--- src/inc/rcc_pkg.sv ---
// constants for the radio control configuration registers
`default_nettype none
package rcc_pkg;
    // register offsets
    localparam logic [5:0] RCC_ADDR_MCSM = 6'h18;
    localparam logic [5:0] RCC_ADDR_FOCC = 6'h19;
    // reset values
    localparam logic [7:0] RCC_MCSM_RST = 8'h04;
    localparam logic [7:0] RCC_FOCC_RST = 8'h36;
    // writable bits, bits 7:6 read as zero
    localparam logic [7:0] RCC_WR_MASK = 8'h3f;
    // state machine config fields
    localparam int RCC_KEEP_ON_BIT = 0;
    localparam int RCC_RSVD_BIT = 1;
    localparam int RCC_DELAY_LSB = 2;
    localparam int RCC_DELAY_MSB = 3;
    // offset compensation fields
    localparam int RCC_GAIN_LSB = 3;
    localparam int RCC_GAIN_MSB = 4;
    localparam int RCC_GATE_BIT = 5;
    // expiration counts per delay select
    localparam logic [8:0] RCC_EXPIRE_SEL0 = 9'h001;
    localparam logic [8:0] RCC_EXPIRE_SEL1 = 9'h010;
    localparam logic [8:0] RCC_EXPIRE_SEL2 = 9'h040;
    localparam logic [8:0] RCC_EXPIRE_SEL3 = 9'h100;
    // six-bit ripple counter terminal value
    localparam logic [5:0] RCC_RIPPLE_MAX = 6'h3f;
    // ready timer states
    typedef enum logic [1:0] {
        RCC_T_IDLE = 2'b00,
        RCC_T_WAIT = 2'b01,
        RCC_T_READY = 2'b10
    } rcc_tstate_type;
endpackage
`default_nettype wire

--- src/inc/rcc_timer_if.sv ---
// link between register logic and ready timer
`timescale 1ns/1ps
`default_nettype none
interface rcc_timer_if;
    logic start;
    logic [1:0] sel;
    logic ready_low;
    logic settled;
    modport ctrl (output start, output sel, input ready_low, input settled);
    modport timer (input start, input sel, output ready_low, output settled);
endinterface
`default_nettype wire

--- src/design/rcc_ready_timer.sv ---
// ready delay timer after oscillator start
`timescale 1ns/1ps
`default_nettype none
module rcc_ready_timer
    import rcc_pkg::*;
(
    // clock and reset
    input wire logic clk_in,
    input wire logic nrst_in,
    // link to register logic
    rcc_timer_if.timer tif
);
    rcc_tstate_type state_reg, state_next;
    logic [5:0] ripple_reg, ripple_next;
    logic [8:0] exp_reg, exp_next;
    logic [8:0] target_reg, target_next;
    logic ready_low_reg, ready_low_next;
    logic settled_reg, settled_next;
    logic [15:0] wait_cnt_reg, wait_cnt_next;
    logic [8:0] sel_target;

    always_comb begin
        case (tif.sel)
            2'b00: sel_target = RCC_EXPIRE_SEL0;
            2'b01: sel_target = RCC_EXPIRE_SEL1;
            2'b10: sel_target = RCC_EXPIRE_SEL2;
            default: sel_target = RCC_EXPIRE_SEL3;
        endcase
        state_next = state_reg;
        ripple_next = ripple_reg;
        exp_next = exp_reg;
        target_next = target_reg;
        ready_low_next = 1'b1;
        settled_next = 1'b0;
        wait_cnt_next = 16'h0000;
        if (!tif.start) begin
            state_next = RCC_T_IDLE;
        end else begin
            case (state_reg)
                RCC_T_IDLE: begin
                    state_next = RCC_T_WAIT;
                    ripple_next = 6'h00;
                    exp_next = 9'h000;
                    target_next = sel_target;
                end
                RCC_T_WAIT: begin
                    wait_cnt_next = wait_cnt_reg + 16'h0001;
                    ripple_next = ripple_reg + 6'h01;
                    if (ripple_reg == RCC_RIPPLE_MAX) begin
                        exp_next = exp_reg + 9'h001;
                        if (exp_next == target_reg) begin
                            state_next = RCC_T_READY;
                            // both indications change together
                            ready_low_next = 1'b0;
                            settled_next = 1'b1;
                        end
                    end
                end
                RCC_T_READY: begin
                    ready_low_next = 1'b0;
                    settled_next = 1'b1;
                end
                default: begin
                    state_next = RCC_T_IDLE;
                end
            endcase
        end
    end

    always_ff @(posedge clk_in or negedge nrst_in) begin
        if (!nrst_in) begin
            state_reg <= RCC_T_IDLE;
            ripple_reg <= 6'h00;
            exp_reg <= 9'h000;
            target_reg <= RCC_EXPIRE_SEL1;
            ready_low_reg <= 1'b1;
            settled_reg <= 1'b0;
            wait_cnt_reg <= 16'h0000;
        end else begin
            state_reg <= state_next;
            ripple_reg <= ripple_next;
            exp_reg <= exp_next;
            target_reg <= target_next;
            ready_low_reg <= ready_low_next;
            settled_reg <= settled_next;
            wait_cnt_reg <= wait_cnt_next;
        end
    end

    assign tif.ready_low = ready_low_reg;
    assign tif.settled = settled_reg;
endmodule
`default_nettype wire

--- src/design/rcc_top.sv ---
// radio control config registers with ready timer and loop control
// Contract
// - delay select picks 1/16/64/256 expirations
// - count six-bit ripple wraps, then ready low
// - settled flag and ready low change together
// - keep-on bit holds oscillator in sleep
// - gate bit freezes loops until carrier sense
// - gain field selects K to 4K presync
`timescale 1ns/1ps
`default_nettype none
module rcc_top
    import rcc_pkg::*;
(
    // clock and reset
    input wire logic clk_in,
    input wire logic nrst_in,
    // configuration port
    input wire logic wr_en_in,
    input wire logic rd_en_in,
    input wire logic [5:0] addr_in,
    input wire logic [7:0] wdata_in,
    output logic [7:0] rdata_out,
    // oscillator and power control
    input wire logic sleep_req_in,
    input wire logic osc_running_in,
    output logic osc_enable_out,
    output logic chip_ready_out_low,
    output logic osc_settled_flag_out,
    // demodulator loop control
    input wire logic carrier_sense_in,
    output logic loops_frozen_out,
    output logic [2:0] freq_gain_mult_out
);
    rcc_timer_if tif ();

    logic [7:0] mcsm_reg, mcsm_next;
    logic [7:0] focc_reg, focc_next;
    logic [7:0] rdata_reg, rdata_next;
    logic [1:0] s1_reg, s2_reg, s3_reg, val_reg;
    logic [1:0] val_next;
    logic osc_en_reg, osc_en_next;
    logic frozen_reg, frozen_next;
    logic [2:0] gain_reg, gain_next;
    logic keep_on, gate_on, cs_val, osc_val;
    logic [1:0] gain_sel;

    assign keep_on = mcsm_reg[RCC_KEEP_ON_BIT];
    assign gate_on = focc_reg[RCC_GATE_BIT];
    assign gain_sel = focc_reg[RCC_GAIN_MSB:RCC_GAIN_LSB];
    assign cs_val = val_reg[1];
    assign osc_val = val_reg[0];

    // register file
    always_comb begin
        mcsm_next = mcsm_reg;
        focc_next = focc_reg;
        rdata_next = rdata_reg;
        if (wr_en_in && addr_in == RCC_ADDR_MCSM) begin
            // reserved bit stored as written by host
            mcsm_next = wdata_in & RCC_WR_MASK;
        end
        if (wr_en_in && addr_in == RCC_ADDR_FOCC) begin
            focc_next = wdata_in & RCC_WR_MASK;
        end
        if (rd_en_in) begin
            case (addr_in)
                RCC_ADDR_MCSM: rdata_next = mcsm_reg & RCC_WR_MASK;
                RCC_ADDR_FOCC: rdata_next = focc_reg & RCC_WR_MASK;
                default: rdata_next = 8'h00;
            endcase
        end
    end

    always_ff @(posedge clk_in or negedge nrst_in) begin
        if (!nrst_in) begin
            mcsm_reg <= RCC_MCSM_RST;
            focc_reg <= RCC_FOCC_RST;
            rdata_reg <= 8'h00;
        end else begin
            mcsm_reg <= mcsm_next;
            focc_reg <= focc_next;
            rdata_reg <= rdata_next;
        end
    end

    // pin synchronisers, accepted when stages two and three agree
    always_comb begin
        val_next = val_reg;
        for (int i = 0; i < 2; i++) begin
            if (s2_reg[i] == s3_reg[i]) begin
                val_next[i] = s3_reg[i];
            end
        end
    end

    always_ff @(posedge clk_in or negedge nrst_in) begin
        if (!nrst_in) begin
            s1_reg <= 2'b00;
            s2_reg <= 2'b00;
            s3_reg <= 2'b00;
            val_reg <= 2'b00;
        end else begin
            s1_reg <= {carrier_sense_in, osc_running_in};
            s2_reg <= s1_reg;
            s3_reg <= s2_reg;
            val_reg <= val_next;
        end
    end

    // oscillator enable and loop control
    always_comb begin
        osc_en_next = !sleep_req_in || keep_on;
        frozen_next = gate_on && !cs_val;
        gain_next = {1'b0, gain_sel} + 3'h1;
    end

    always_ff @(posedge clk_in or negedge nrst_in) begin
        if (!nrst_in) begin
            osc_en_reg <= 1'b1;
            frozen_reg <= 1'b1;
            gain_reg <= 3'h3;
        end else begin
            osc_en_reg <= osc_en_next;
            frozen_reg <= frozen_next;
            gain_reg <= gain_next;
        end
    end

    // timer runs while oscillator enabled and reported running
    assign tif.start = osc_en_reg && osc_val;
    assign tif.sel = mcsm_reg[RCC_DELAY_MSB:RCC_DELAY_LSB];

    rcc_ready_timer u_timer (
        .clk_in(clk_in),
        .nrst_in(nrst_in),
        .tif(tif)
    );

    assign rdata_out = rdata_reg;
    assign osc_enable_out = osc_en_reg;
    assign chip_ready_out_low = tif.ready_low;
    assign osc_settled_flag_out = tif.settled;
    assign loops_frozen_out = frozen_reg;
    assign freq_gain_mult_out = gain_reg;
endmodule
`default_nettype wire

--- config.mk ---
export PLATFORM = sky130hd
export DESIGN_NAME = rcc_top
export DESIGN_NICKNAME = d
export VERILOG_FILES = /design/src/inc/rcc_pkg.sv /design/src/inc/rcc_timer_if.sv /design/src/design/rcc_ready_timer.sv /design/src/design/rcc_top.sv
export SDC_FILE = /design/constraint.sdc
export NUM_CORES = 1
export LEC_CHECK = 0
export BUFFER_PORTS_ARGS = -buffer_cell sky130_fd_sc_hd__buf_2
export CAP_MARGIN = 20
export CELL_PAD_IN_SITES_DETAIL_PLACEMENT = 0
export CELL_PAD_IN_SITES_GLOBAL_PLACEMENT = 1
export CORE_UTILIZATION = 45
export DETAILED_ROUTE_END_ITERATION = 8
export PLACE_DENSITY_LB_ADDON = 0.12
export RECOVER_POWER = 100
export SETUP_SLACK_MARGIN = 0.1
export SLEW_MARGIN = 30
export SYNTH_ARGS = -nofsm -noshare
export SYNTH_HDL_FRONTEND = slang
export SYNTH_SLANG_ARGS = --single-unit
--- constraint.sdc ---
create_clock -name clk_in -period 3.9 [get_ports clk_in]
set_input_delay 0.975 -clock clk_in [delete_from_list [all_inputs] [get_ports clk_in]]
set_output_delay 0.975 -clock clk_in [all_outputs]
set_load 0.03 [all_outputs]
# ---- Word level (Yosys, flattened, before mapping)
# Cells that the tools add are included.
dict set report op_classes {
  add_sub_neg 3
  n_eq_ne 14
  mux 17
  n_reduce_logical 14
}
# cell count
set ops {}
lappend ops {{9-bit case mux with 3 select lines} 1}
lappend ops {{6-bit case mux with 2 select lines} 2}
lappend ops {{9-bit case mux with 2 select lines} 1}
lappend ops {{6-bit by 5-bit equality test with 1-bit output (second input constant)} 2}
lappend ops {{9-bit by 1-bit adder with 9-bit output (second input constant)} 1}
lappend ops {{9-bit equality test} 1}
lappend ops {{9-bit two-way mux} 1}
lappend ops {{6-bit by 1-bit adder with 6-bit output (second input constant)} 1}
lappend ops {{6-bit equality test (second input constant)} 1}
lappend ops {{1-bit two-way mux} 6}
lappend ops {{2-bit two-way mux} 3}
lappend ops {{3-bit != test (second input constant)} 2}
lappend ops {{2-bit case mux with 3 select lines} 1}
lappend ops {{3-bit AND reduction} 2}
lappend ops {{2-bit by 1-bit equality test with 1-bit output (second input constant)} 2}
lappend ops {{2-bit equality test (second input constant)} 2}
lappend ops {{1-bit logical AND} 4}
lappend ops {{2-bit logical NOT} 2}
lappend ops {{1-bit case mux with 2 select lines} 2}
lappend ops {{2-bit AND reduction} 2}
lappend ops {{2-bit by 1-bit adder with 3-bit output (second input constant)} 1}
lappend ops {{1-bit equality test} 2}
lappend ops {{1-bit logical NOT} 2}
lappend ops {{2-bit by 1-bit != test with 1-bit output (second input constant)} 1}
lappend ops {{other kinds (3)} 3}
dict set report totals {
  ff_bits 61
  input_bits 21
  out_inout_bits 15
  word_cells 65
}

# ---- Depth between registers and ports, before layout
# Gate-level depths: netlist of the first run.
dict set report logic_depth {
  word_depth 6
  ltp_mapped 8
  mapped_depth_nobuf 7
}

# ---- Modules after synthesis
# From an unflattened synthesis of the first run, not the netlist that was laid out.
dict set report unflattened {
  cells_unflattened 233
  hier_area_um2 2585.0
}
# module n_inst cells_per_inst area_each_um2 seq_area_each_um2
set modules_own_cells {}
lappend modules_own_cells {rcc_ready_timer 1 154 1388.8 578.1}
lappend modules_own_cells {rcc_top 1 79 1196.1 787.0}

# ---- Least setup slack after synthesis of the first run
# OpenSTA, ideal clock, no wires.
dict set report synth_path {
  path_kind {input port to flip-flop}
  from {input port addr_in[1]}
  to {register mcsm_reg[0]}
  arrival_time_ps 1978
  required_time_ps 3775
  path_slack_ps 1797
  path_stages 5
  path_cell_list {nor2_1 and4b_1 nand2_1 nor2_1 mux2_2}
}
dict set report synth_between {
  elab_chain_cells 2
}
# element line
set synth_rtl {}
lappend synth_rtl {{from (decl)} rcc_top.sv:20} ;# input wire logic [5:0] addr_in,
lappend synth_rtl {{6-bit by 5-bit equality test with 1-bit output} rcc_top.sv:58} ;# if (wr_en_in && addr_in == RCC_ADDR_MCSM) begin
lappend synth_rtl {{1-bit logical AND} rcc_top.sv:58}
lappend synth_rtl {{to (signal assigned)} rcc_top.sv:80} ;# mcsm_reg <= mcsm_next;
lappend synth_rtl {{to (decl)} rcc_top.sv:36} ;# logic [7:0] mcsm_reg, mcsm_next;
# Every way passes these cells.
# A chain may end at the register's enable or synchronous reset.

# ---- Final worst setup path of the first run
dict set report layout_path {
  from {register u_timer.exp_reg[0]}
  to {register u_timer.state_reg[1]}
}
dict set report layout_between {
  elab_chain_cells 4
}
# element line
set layout_rtl {}
lappend layout_rtl {{from (decl)} rcc_ready_timer.sv:15} ;# logic [8:0] exp_reg, exp_next;
lappend layout_rtl {{from (signal assigned)} rcc_ready_timer.sv:82} ;# exp_reg <= exp_next;
lappend layout_rtl {{9-bit by 1-bit adder with 9-bit output} rcc_ready_timer.sv:50} ;# exp_next = exp_reg + 9'h001;
lappend layout_rtl {{9-bit equality test} rcc_ready_timer.sv:51} ;# if (exp_next == target_reg) begin
lappend layout_rtl {{3-bit != test (no source line)} --}
lappend layout_rtl {{3-bit AND reduction (no source line)} --}
lappend layout_rtl {{to (signal assigned)} rcc_ready_timer.sv:80} ;# state_reg <= state_next;
lappend layout_rtl {{to (decl)} rcc_ready_timer.sv:13} ;# rcc_tstate_type state_reg, state_next;
# Every way passes these cells.

==> results of run 1 <==
==> worst paths after layout <==
kind                                                         end                           start
worst max-delay path            u_timer.state_reg[1]$_DFFE_PN0P_  u_timer.exp_reg[0]$_DFFE_PN0P_
worst min-delay path                         s2_reg[1]$_DFF_PN0_             s1_reg[1]$_DFF_PN0_
worst max register to register  u_timer.state_reg[1]$_DFFE_PN0P_  u_timer.exp_reg[0]$_DFFE_PN0P_
worst min register to register               s2_reg[1]$_DFF_PN0_             s1_reg[1]$_DFF_PN0_
max in group asynchronous             loops_frozen_out$_DFF_PN1_                         nrst_in
min in group asynchronous         u_timer.exp_reg[7]$_DFFE_PN0P_                         nrst_in
==> synthesized netlist by cell type (2+ instances only) <==
library cell and count:
dfrtp_1 43, nand2_1 21, mux2_2 13, o21ai_0 13, dfstp_2 11, inv_1 11
mux2i_1 10, ha_1 8, and3_1 7, nor2_1 7, o22ai_1 6, a22o_1 5
nand2b_1 5, nand3_1 5, o21ai_1 5, o31ai_1 5, buf_4 4, xnor2_1 4
nor2b_1 3, xor2_1 3, a21oi_1 2, a31oi_1 2, and2_1 2, and4_1 2
clkbuf_1 2, maj3_1 2, nand3_2 2, nand4_1 2
==> metrics by stage <==
stage,instance area [um^2],instances,worst slack [ps],hold slack (ps),utilization (%)
2_1_floorplan,2570,222,1800,331,-
3_3_place_gp,2770,319,1430,334,50.4
3_5_place_dp,2770,319,1440,340,50.4
4_1_cts,2870,327,1470,368,52.1
5_1_grt,2820,327,899,372,51.2
6_report,2820,327,1180,362,51.2
==> kinds of logic (layout without fill, tap and decap cells) <==
| logic type | count (synthesis) | after routing | synth area share, % |
|---|---|---|---|
| adders and majority gates | 10 | 10 | 4.68 |
| buffers and inverters | 18 | 51 | 3.51 |
| other | 1 | 2 | 0.146 |
| DFF | 54 | 54 | 53.2 |
| AOI/OAI and AO/OA | 45 | 45 | 12.4 |
| xor gates and xnor gates | 8 | 8 | 3.02 |
| muxes | 23 | 23 | 9.61 |
| and+or+nand+nor | 62 | 62 | 13.4 |
==> placed cells by master (no fill, tap or decap), types with 3 or more instances in the layout <==
master	n
dfrtp_1	43
nand2_1	21
buf_2	17
o21ai_0	16
clkbuf_1	14
mux2_2	13
inv_1	11
mux2i_1	10
ha_1	8
dfstp_2	8
and3_1	7
nor2_1	7
nand3_1	6
o22ai_1	6
nand2b_1	5
o31ai_1	5
a22o_1	5
clkbuf_8	5
xnor2_1	4
nor2b_1	3
xor2_1	3
dfstp_1	3
==> layer usage <==
metal / global-route usage [%] / vias to the layer above
li1: - / 848
met1: 21.8 / 798
met2: 27.9 / 39
met3: 4.00 / 5
met4: 5.09 / 0
met5: 0 / -
==> power by group through the flow <==
stage                     clock [mW]  combinational [mW]  sequential [mW]
final                          0.332               0.152            0.642
after global placement             0               0.161            0.653
after floorplan                    0               0.103            0.663
after CTS                      0.349               0.164            0.644
after global routing           0.366               0.173            0.649
after detailed placement           0               0.164            0.655
==> final cells by class <==
cell class                      count  area share (%)
Clock buffer                        5            2.44
Clock inverter                      3           0.976
Inverter                           11            1.46
Multi-Input combinational cell    150            38.4
Sequential cell                    54            48.4
Tap cell                           72            3.19
Timing Repair Buffer               32            5.15
==> impl_results.md, run 1 <==
* Status: finished with violations
* Violated checks: capacitance limit, slew limit
* Clk network pwr share at 29.5%
* Combinational share of power at 13.5%
* Yosys cell types at 44
* Syn-to-layout area delta at 9.90%
* Sw power at 316 uW
* Seq/Total Area, Yosys at 53.2%
* Worst Path Max Fanout at 7
* Register Area at 1370 um^2
* Crit path buffers/inverters at 0
* Worst path arrival time at 2960 ps
* Synthesized area per cell at 11.6 um^2
* CTS Buf Count at 5
* Slowest-stage cell, CP: or4_2
* Biggest area consumer among synthesized cells: dfrtp_1
* Syn Std Cell Area at 2570 um^2
* Max frequency at 367 MHz
* Ant diodes at 0
* Initial DRC count at 70
* Post-synth EDFFs at 0
* Initial Utilization at 46.6%
* Placer Congestion at 0.701
* Area of the multi-input gates at 1080 um^2
* Initial antenna violation count at 0
* Max reg flops at 9
* Count of buffers from port buffering at 31
* First-pass GRT wire length at 7940 um
* Critical Path Start Type: register
* Largest net degree at the start of global routing at 37
* Final #Nets at 283
* Sequential power share at 57.0%
* Core Rows at 27
* Sw frac at 28.1%
* Crit path required time at 4140 ps
* Vias at around 1700
* # hold bufs at CTS at 0
* Met3 Routed Length at 173 um
* Vias/cell at 5.17
* Vias in the first global route at 1720
* Final setup skew at just over 5 ps
* Slew Limit Fails at 37
* Slew margin rel. at -28.0%
* Tmin final at 2720 ps
* Unrepaired setup endpoints after global routing: no
* Share of layout cells above drive strength 1 at about a fifth
* Total gr overflow at 0
* CTS root buf: clkbuf_8
* Met2 wire len at approximately 2200 um
* Max incr delay on CP at 640 ps
* Top cells by area, synth: dfrtp_1 42%, dfstp_2 11%, mux2_2 5.7%, ha_1 3.9%, mux2i_1 3.9%
* Die ar. at 6010 um^2
* Worst Max-Slew Pin Slew at 1920 ps
* WS Path Type: reg -> reg
* Total Neg Setup Slack at 0 ps
* I/O pin count at 36
* PD cells at 399 nW/um^2
* Worst min path class: reg -> reg
* Routed WL at 4520 um
* Die Y at 77.5 um
* Synth Flop Type: dfrtp_1
* Metal-1 WL at 2140 um
* Clk_lat worst skew at 310 ps
* Synthesis Warnings at 0
* Maxcap violations at 1
* DRC at 0
* Leakage at 1.28 nW
* Filler cells at 510
* CP cell instances: ha_1, nand3_1, xnor2_1, or4_2, o41ai_1, mux2i_1
* Chip width at around 78 um
* Internal reg-to-reg setup slack at 1180 ps
* Resize count post-CTS at 0
* Register bit total from synthesis at 54
* Gate Count Post-Synth at between 200 and 250
* Fin crit share at 69.8%
* Detail Placement HPWL at 3190 um
* CTS tree: done
* CTS H-tree depth at 2
* Post CTS Setup Buffer Count at 0
* CTS clk-pin slew, worst paths at between 100 and 150 ps
* Top sig layer: met4
* # clock sinks at 54
* Final setup viols at 0
* FF-to-FF path depth at 6
* Final antenna-violating net count at 0
* Max Root-Sink Buffers at 2
* Worst setup EP type: register
* Final hold viol count at 0
* Area share of the largest cell type after synthesis at 41.9%
* Maximum vdd drop at 0.000206 V
* Int Power at 810 uW
* Cell family with most CP delay: simple AND/OR/NAND/NOR gates
* Avg WL per Cell at 13.8 um
* Total power draw at 1.13 mW
* Critical path depth at 6
* First-pass iteration count of the detailed router at 6
* Area of the core at 5510 um^2
* GRT Util Overall at approximately 17%
* Async S/R FF share, synth at 100%
* Hold path depth at 0
Power figures use the tool's default switching activity.
==> run 2: changes to the inputs <==
--- a/config.mk
+++ b/config.mk
@@ -9,7 +9,7 @@
 export CAP_MARGIN = 20
 export CELL_PAD_IN_SITES_DETAIL_PLACEMENT = 0
 export CELL_PAD_IN_SITES_GLOBAL_PLACEMENT = 1
-export CORE_UTILIZATION = 45
+export CORE_UTILIZATION = 41
 export DETAILED_ROUTE_END_ITERATION = 8
 export PLACE_DENSITY_LB_ADDON = 0.12
 export RECOVER_POWER = 100
==> constraint.sdc (replaced) <==
create_clock -name clk_in -period 2.3 [get_ports clk_in]
set_input_delay 0.575 -clock clk_in [delete_from_list [all_inputs] [get_ports clk_in]]
set_output_delay 0.575 -clock clk_in [all_outputs]
set_load 0.03 [all_outputs]
==> run 2 against run 1 <==
  * The run now ends clean
  * Critical path depth did not move
  * Sequential power increased by 70%
  * Hold slack is essentially flat
  * Register-to-register slack got worse by 950 ps
  * Clock power is 61% higher
  * Setup slack got worse by 950 ps
  * Count of clock-buffer cells in the layout rose by 1
  * Via count grew 2.1%
==> impl_results.md, run 2 (synthesis gave the netlist of run 1 again) <==
* Status: completed (was finished with violations)
* Area of the core at 5990 um^2 (was 5510 um^2)
* Clk network pwr share at 28.1% (was 29.5%)
* Ant diodes at 0 (unchanged)
* Max frequency at 482 MHz (was 367 MHz)
* Internal reg-to-reg setup slack at 230 ps (was 1180 ps)
* CTS tree: done (unchanged)
* Maxcap violations at 0 (was 1)
* Max incr delay on CP at 530 ps (was 640 ps)
* Vias/cell at 5.08 (was 5.17)
* Final #Nets at 293 (was 283)
* Filler cells at 596 (was 510)
* Chip width at 81.1 um (was 77.5 um)
* First-pass GRT wire length at 7980 um (was 7940 um)
* Worst Path Max Fanout at 5 (was 7)
* CTS clk-pin slew, worst paths at 100 ps (was 110 ps)
* CTS H-tree depth at 2 (unchanged)
* Initial antenna violation count at 0 (unchanged)
* CTS root buf: clkbuf_8 (unchanged)
* # hold bufs at CTS at 0 (unchanged)
* Int Power at 1.39 mW (was 810 uW)
* Total power draw at 1.91 mW (was 1.13 mW)
* Count of buffers from port buffering at 31 (unchanged)
* PD cells at 648 nW/um^2 (was 399 nW/um^2)
* Unrepaired setup endpoints after global routing: yes (was no)
* Clk_lat worst skew at 300 ps (was 310 ps)
* Final setup skew at 7.98 ps (was 5.04 ps)
* Fin Hold WS at 361 ps (was 362 ps)
* WS Path Type: reg -> reg (unchanged)
* Slew Limit Fails at 0 (was 37)
* Die ar. at 6580 um^2 (was 6010 um^2)
* Critical Path Start Type: register (unchanged)
* First-pass iteration count of the detailed router at 4 (was 6)
* DRC at 0 (unchanged)
* Final antenna-violating net count at 0 (unchanged)
* Most common cell after layout, fill and taps aside: dfrtp_1 (unchanged)
* Avg WL per Cell at 13.5 um (was 13.8 um)
* Share of layout cells above drive strength 1 at 24.9% (was 21.2%)
* Initial DRC count at 65 (was 70)
* Vias at 1726 (was 1690)
* Total Neg Setup Slack at 0 ps (unchanged)
* Max reg flops at 9 (unchanged)
* Worst Max-Slew Pin Slew at 1290 ps (was 1920 ps)
* Crit path required time at 2530 ps (was 4140 ps)
* Total gr overflow at 0 (unchanged)
* CP cell instances: ha_4, nand3_4, xnor2_1, or4_4, o41ai_4, mux2i_1 (was ha_1, nand3_1, xnor2_1, or4_2, o41ai_1, mux2i_1)
* Crit path buffers/inverters at 0 (unchanged)
* Sw frac at 27.4% (was 28.1%)
* Sequential power share at 56.9% (was 57.0%)
* Most frequent cells in the layout: 42 x dfrtp_1, 21 x nand2_1, 17 x clkbuf_1, 17 x buf_2, 15 x o21ai_0 (was 43 x dfrtp_1, 21 x nand2_1, 17 x buf_2)
* Worst min path class: reg -> reg (unchanged)
* Routed WL at 4600 um (was 4520 um)
* GRT Util Overall at 15.8% (was 16.8%)
* Leakage at 1.32 nW (was 1.28 nW)
* Tmin final at 2070 ps (was 2720 ps)
* Placer Congestion at 0.693 (was 0.701)
* Cell family with most CP delay: simple AND/OR/NAND/NOR gates (unchanged)
* Slew margin rel. at 14.1% (was -28.0%)
* Final hold viol count at 0 (unchanged)
* # clock sinks at 54 (unchanged)
* Sw power at 524 uW (was 316 uW)
* Final setup viols at 0 (unchanged)
* Worst path arrival time at 2300 ps (was 2960 ps)
* Syn-to-layout area delta at 14.9% (was 9.90%)
* Fin crit share at 90.2% (was 69.8%)
* Maximum vdd drop at 0.000305 V (was 0.000206 V)
* Vias in the first global route at 1682 (was 1720)
* CTS Buf Count at 5 (unchanged)
* Initial Utilization at 42.8% (was 46.6%)
* Detail Placement HPWL at 3270 um (was 3190 um)
* Slowest-stage cell, CP: or4_4 (was or4_2)
* I/O pin count at 36 (unchanged)
* Largest net degree at the start of global routing at 34 (was 37)
* Core Rows at 28 (was 27)
* Die Y at 81.1 um (was 77.5 um)
* Combinational share of power at 15.0% (was 13.5%)
* Max Root-Sink Buffers at 2 (unchanged)
* Worst setup EP type: register (unchanged)
-- run 2: metrics by stage --
step | cells | cell area [um^2] | util (%) | setup slack, ps
finish | 340 | 2950 | 49.2 | 225
detailed placement | 329 | 2840 | 47.5 | 223
floorplan | 222 | 2570 | - | 328
global placement | 329 | 2840 | 47.5 | 233
CTS | 337 | 2930 | 48.9 | 190
global route | 340 | 2950 | 49.2 | 64.9
-- run 2: final cells by class --
class / count / area (um^2) / area share, %
Clock buffer: 6 / 72.6 / 2.46
Clock inverter: 2 / 16.3 / 0.552
Inverter: 11 / 41.3 / 1.40
Multi-Input combinational cell: 150 / 1130 / 38.4
Sequential cell: 54 / 1370 / 46.3
Tap cell: 75 / 93.8 / 3.18
Timing Repair Buffer: 42 / 225 / 7.64
-- run 2: timing repair --
item | 4_1_cts | 5_1_grt
endpoints found under the setup margin | 0 | 2
endpoints found under the hold margin | 0 | 0
gates resized for setup | 0 | 7
buffers inserted | 0 | 3
-- run 2: power groups by stage --
stage	Combinational, mW	Sequential (mW)	Clock, mW
global route	0.324	1.10	0.604
floorplan	0.175	1.12	0
global placement	0.285	1.11	0
detailed placement	0.288	1.11	0
finish	0.286	1.09	0.536
CTS	0.289	1.09	0.568
-- run 2: path summary, 6_finish.rpt --
path | to | depth (start not counted) | start
min reg2reg | s2_reg[1]$_DFF_PN0_ | 0 | s1_reg[1]$_DFF_PN0_
min in group asynchronous | u_timer.exp_reg[2]$_DFFE_PN0P_ | 1 | nrst_in
max in group asynchronous | osc_enable_out$_DFF_PN1_ | 2 | nrst_in
max | u_timer.state_reg[1]$_DFFE_PN0P_ | 6 | u_timer.exp_reg[1]$_DFFE_PN0P_
min | s2_reg[1]$_DFF_PN0_ | 0 | s1_reg[1]$_DFF_PN0_
max reg2reg | u_timer.state_reg[1]$_DFFE_PN0P_ | 6 | u_timer.exp_reg[1]$_DFFE_PN0P_
-- run 2: routing by layer --
layer	vias to the layer above	part of all wire [%]	GRT usage, %
met3	2	3.8	3.93
met1	825	49	21.7
met2	33	47	24.9
met5	-	0	0
met4	0	0.50	3.75
li1	866	-	-
==> run 3: changes to the inputs <==
--- a/config.mk
+++ b/config.mk
@@ -11,6 +11,7 @@
 export CELL_PAD_IN_SITES_GLOBAL_PLACEMENT = 1
 export CORE_UTILIZATION = 41
 export DETAILED_ROUTE_END_ITERATION = 8
+export MAX_ROUTING_LAYER = met4
 export PLACE_DENSITY_LB_ADDON = 0.12
 export RECOVER_POWER = 100
 export SETUP_SLACK_MARGIN = 0.1
==> run 3 against run 2 <==
  * Routed wire length stayed put
  * Final cell count stayed put
  * Hold slack hardly changed
  * Largest power group unchanged
  * Critical endpoint unchanged
  * Clock power barely moved
  * Sequential cell count unchanged
  * Largest cell class unchanged
  * Count of clock-buffer cells in the layout stayed put
  * Utilization stayed put
==> impl_results.md, run 3 (synthesis gave the netlist of run 1 again) <==
* Syn-to-layout area delta at 14.9% (unchanged)
* Vias at 1738 (was 1726)
* WS Path Type: reg -> reg (unchanged)
* Chip width at 81.1 um (unchanged)
* Final antenna-violating net count at 0 (unchanged)
* CTS root buf: clkbuf_8 (unchanged)
* Maxcap violations at 0 (unchanged)
* Max incr delay on CP at 530 ps (about the same)
* Leakage at 1.32 nW (unchanged)
* First-pass GRT wire length at 7980 um (about the same)
* Count of buffers from port buffering at 31 (unchanged)
* Final hold viol count at 0 (unchanged)
* Initial Utilization at 42.8% (unchanged)
* Clk_lat worst skew at 300 ps (about the same)
* Cell family with most CP delay: simple AND/OR/NAND/NOR gates (unchanged)
* DRC at 0 (unchanged)
* I/O pin count at 36 (unchanged)
* Area of the core at 5990 um^2 (unchanged)
* Most common cell after layout, fill and taps aside: dfrtp_1 (unchanged)
* Total gr overflow at 0 (unchanged)
* Worst Max-Slew Pin Slew at 1290 ps (about the same)
* Placed Area at 2840 um^2 (unchanged)
* Vias in the first global route at 1685 (was 1682)
* Max frequency at 482 MHz (about the same)
* Total power draw at 1.91 mW (about the same)
* Final #Nets at 293 (unchanged)
* Register Area at 1370 um^2 (unchanged)
* Crit path required time at 2530 ps (about the same)
* Max Root-Sink Buffers at 2 (unchanged)
* # hold bufs at CTS at 0 (unchanged)
* CTS Buf Count at 5 (unchanged)
* Layout Cells excl Fill at 340 (unchanged)
* Crit path buffers/inverters at 0 (unchanged)
* Status: completed (unchanged)
* Worst setup EP type: register (unchanged)
* CP cell instances: ha_4, nand3_4, xnor2_1, or4_4, o41ai_4, mux2i_1 (unchanged)
* Worst path arrival time at 2310 ps (was 2300 ps)
* Vias/cell at 5.11 (was 5.08)
* Slew Limit Fails at 0 (unchanged)
* # clock sinks at 54 (unchanged)
* Most frequent cells in the layout: 42 x dfrtp_1, 21 x nand2_1, 17 x clkbuf_1, 17 x buf_2, 15 x o21ai_0 (unchanged)
* Crit path setup slack, layout at 224 ps (was 225 ps)
* CTS clk-pin slew, worst paths at 100 ps (about the same)
* Ant diodes at 0 (unchanged)
* Avg WL per Cell at 13.5 um (unchanged)
* Detail Placement HPWL at 3270 um (unchanged)
* Final Cell Area at 2950 um^2 (unchanged)
* Slowest-stage cell, CP: or4_4 (unchanged)
* Final setup skew at 7.93 ps (was 7.98 ps)
* Placed Instances at 329 (unchanged)
* Maximum vdd drop at 0.000305 V (about the same)
* Placer Congestion at 0.701 (was 0.693)
* Fin crit share at 90.3% (was 90.2%)
* Slew margin rel. at 14.0% (was 14.1%)
* GRT Util Overall at 16.3% (was 15.8%)
* Initial DRC count at 63 (was 65)
* CTS H-tree depth at 2 (unchanged)
* Worst Path Max Fanout at 5 (unchanged)
* Share of layout cells above drive strength 1 at 24.9% (unchanged)
* Fin Hold WS at 361 ps (about the same)
* Final setup viols at 0 (unchanged)
* CTS tree: done (unchanged)
* Largest net degree at the start of global routing at 34 (unchanged)
* Critical Path Start Type: register (unchanged)
* Filler cells at 596 (unchanged)
* Routed WL at 4600 um (unchanged)
* Setup WS pre-CTS at 223 ps (unchanged)
* Max reg flops at 9 (unchanged)
* Core Rows at 28 (unchanged)
* First-pass iteration count of the detailed router at 4 (unchanged)
* Worst min path class: reg -> reg (unchanged)
* Die Y at 81.1 um (unchanged)
* Area of the multi-input gates at 1130 um^2 (unchanged)
* Tmin final at 2080 ps (was 2070 ps)
* Initial antenna violation count at 0 (unchanged)
* Final core occ at 49.2% (unchanged)
* Die ar. at 6580 um^2 (unchanged)
* PD cells at 648 nW/um^2 (about the same)
* Unrepaired setup endpoints after global routing: yes (unchanged)
* Total Neg Setup Slack at 0 ps (unchanged)
[run 3: cell counts in the layout (fill, tap and decap cells not counted)]
Identical to the previous run, type by type.
[run 3: routing by layer]
metal / routed length, um / GRT usage (%)
met1: 2280 / 21.8
met3: 143 / 3.71
met2: 2140 / 24.9
met4: 41 / 4.29
met5: 0 / -
[run 3: report_power, final]
group | switching, mW | internal, mW
Clock | 0.318 | 0.220
Combinational | 0.159 | 0.128
Sequential | 0.0489 | 1.04
Total | 0.526 | 1.39
[run 3: area by class of cell]
type / instances / share of cell area [%]
clock buffers: 6 / 2.46
clock inverters: 2 / 0.552
inverters: 11 / 1.40
multi-input cells: 150 / 38.4
flip-flops and latches: 54 / 46.3
well taps: 75 / 3.18
repair buffers: 42 / 7.64
[run 3: worst reg2reg max path: stages (launching register included)]
cell and delay [ps]:
dfrtp_1 440, ha_4 200, nand3_4 80, xnor2_1 160, or4_4 530, o41ai_4 380, mux2i_1 230
[run 3: worst paths after layout]
path,cells past startpoint,slack [ps],startpoint,endpoint
hold reg to reg,0,360,s1_reg[1]$_DFF_PN0_,s2_reg[1]$_DFF_PN0_
setup reg to reg,6,220,u_timer.exp_reg[1]$_DFFE_PN0P_,u_timer.state_reg[1]$_DFFE_PN0P_
hold / removal,0,360,s1_reg[1]$_DFF_PN0_,s2_reg[1]$_DFF_PN0_
setup / recovery,6,220,u_timer.exp_reg[1]$_DFFE_PN0P_,u_timer.state_reg[1]$_DFFE_PN0P_
max in group asynchronous,2,910,nrst_in,osc_enable_out$_DFF_PN1_
min in group asynchronous,1,530,nrst_in,u_timer.exp_reg[2]$_DFFE_PN0P_
[run 3: repair_timing]
item                                    4_1_cts  5_1_grt
resized for setup                             0        7
endpoints found under the setup margin        0        2
setup buffers                                 0        3
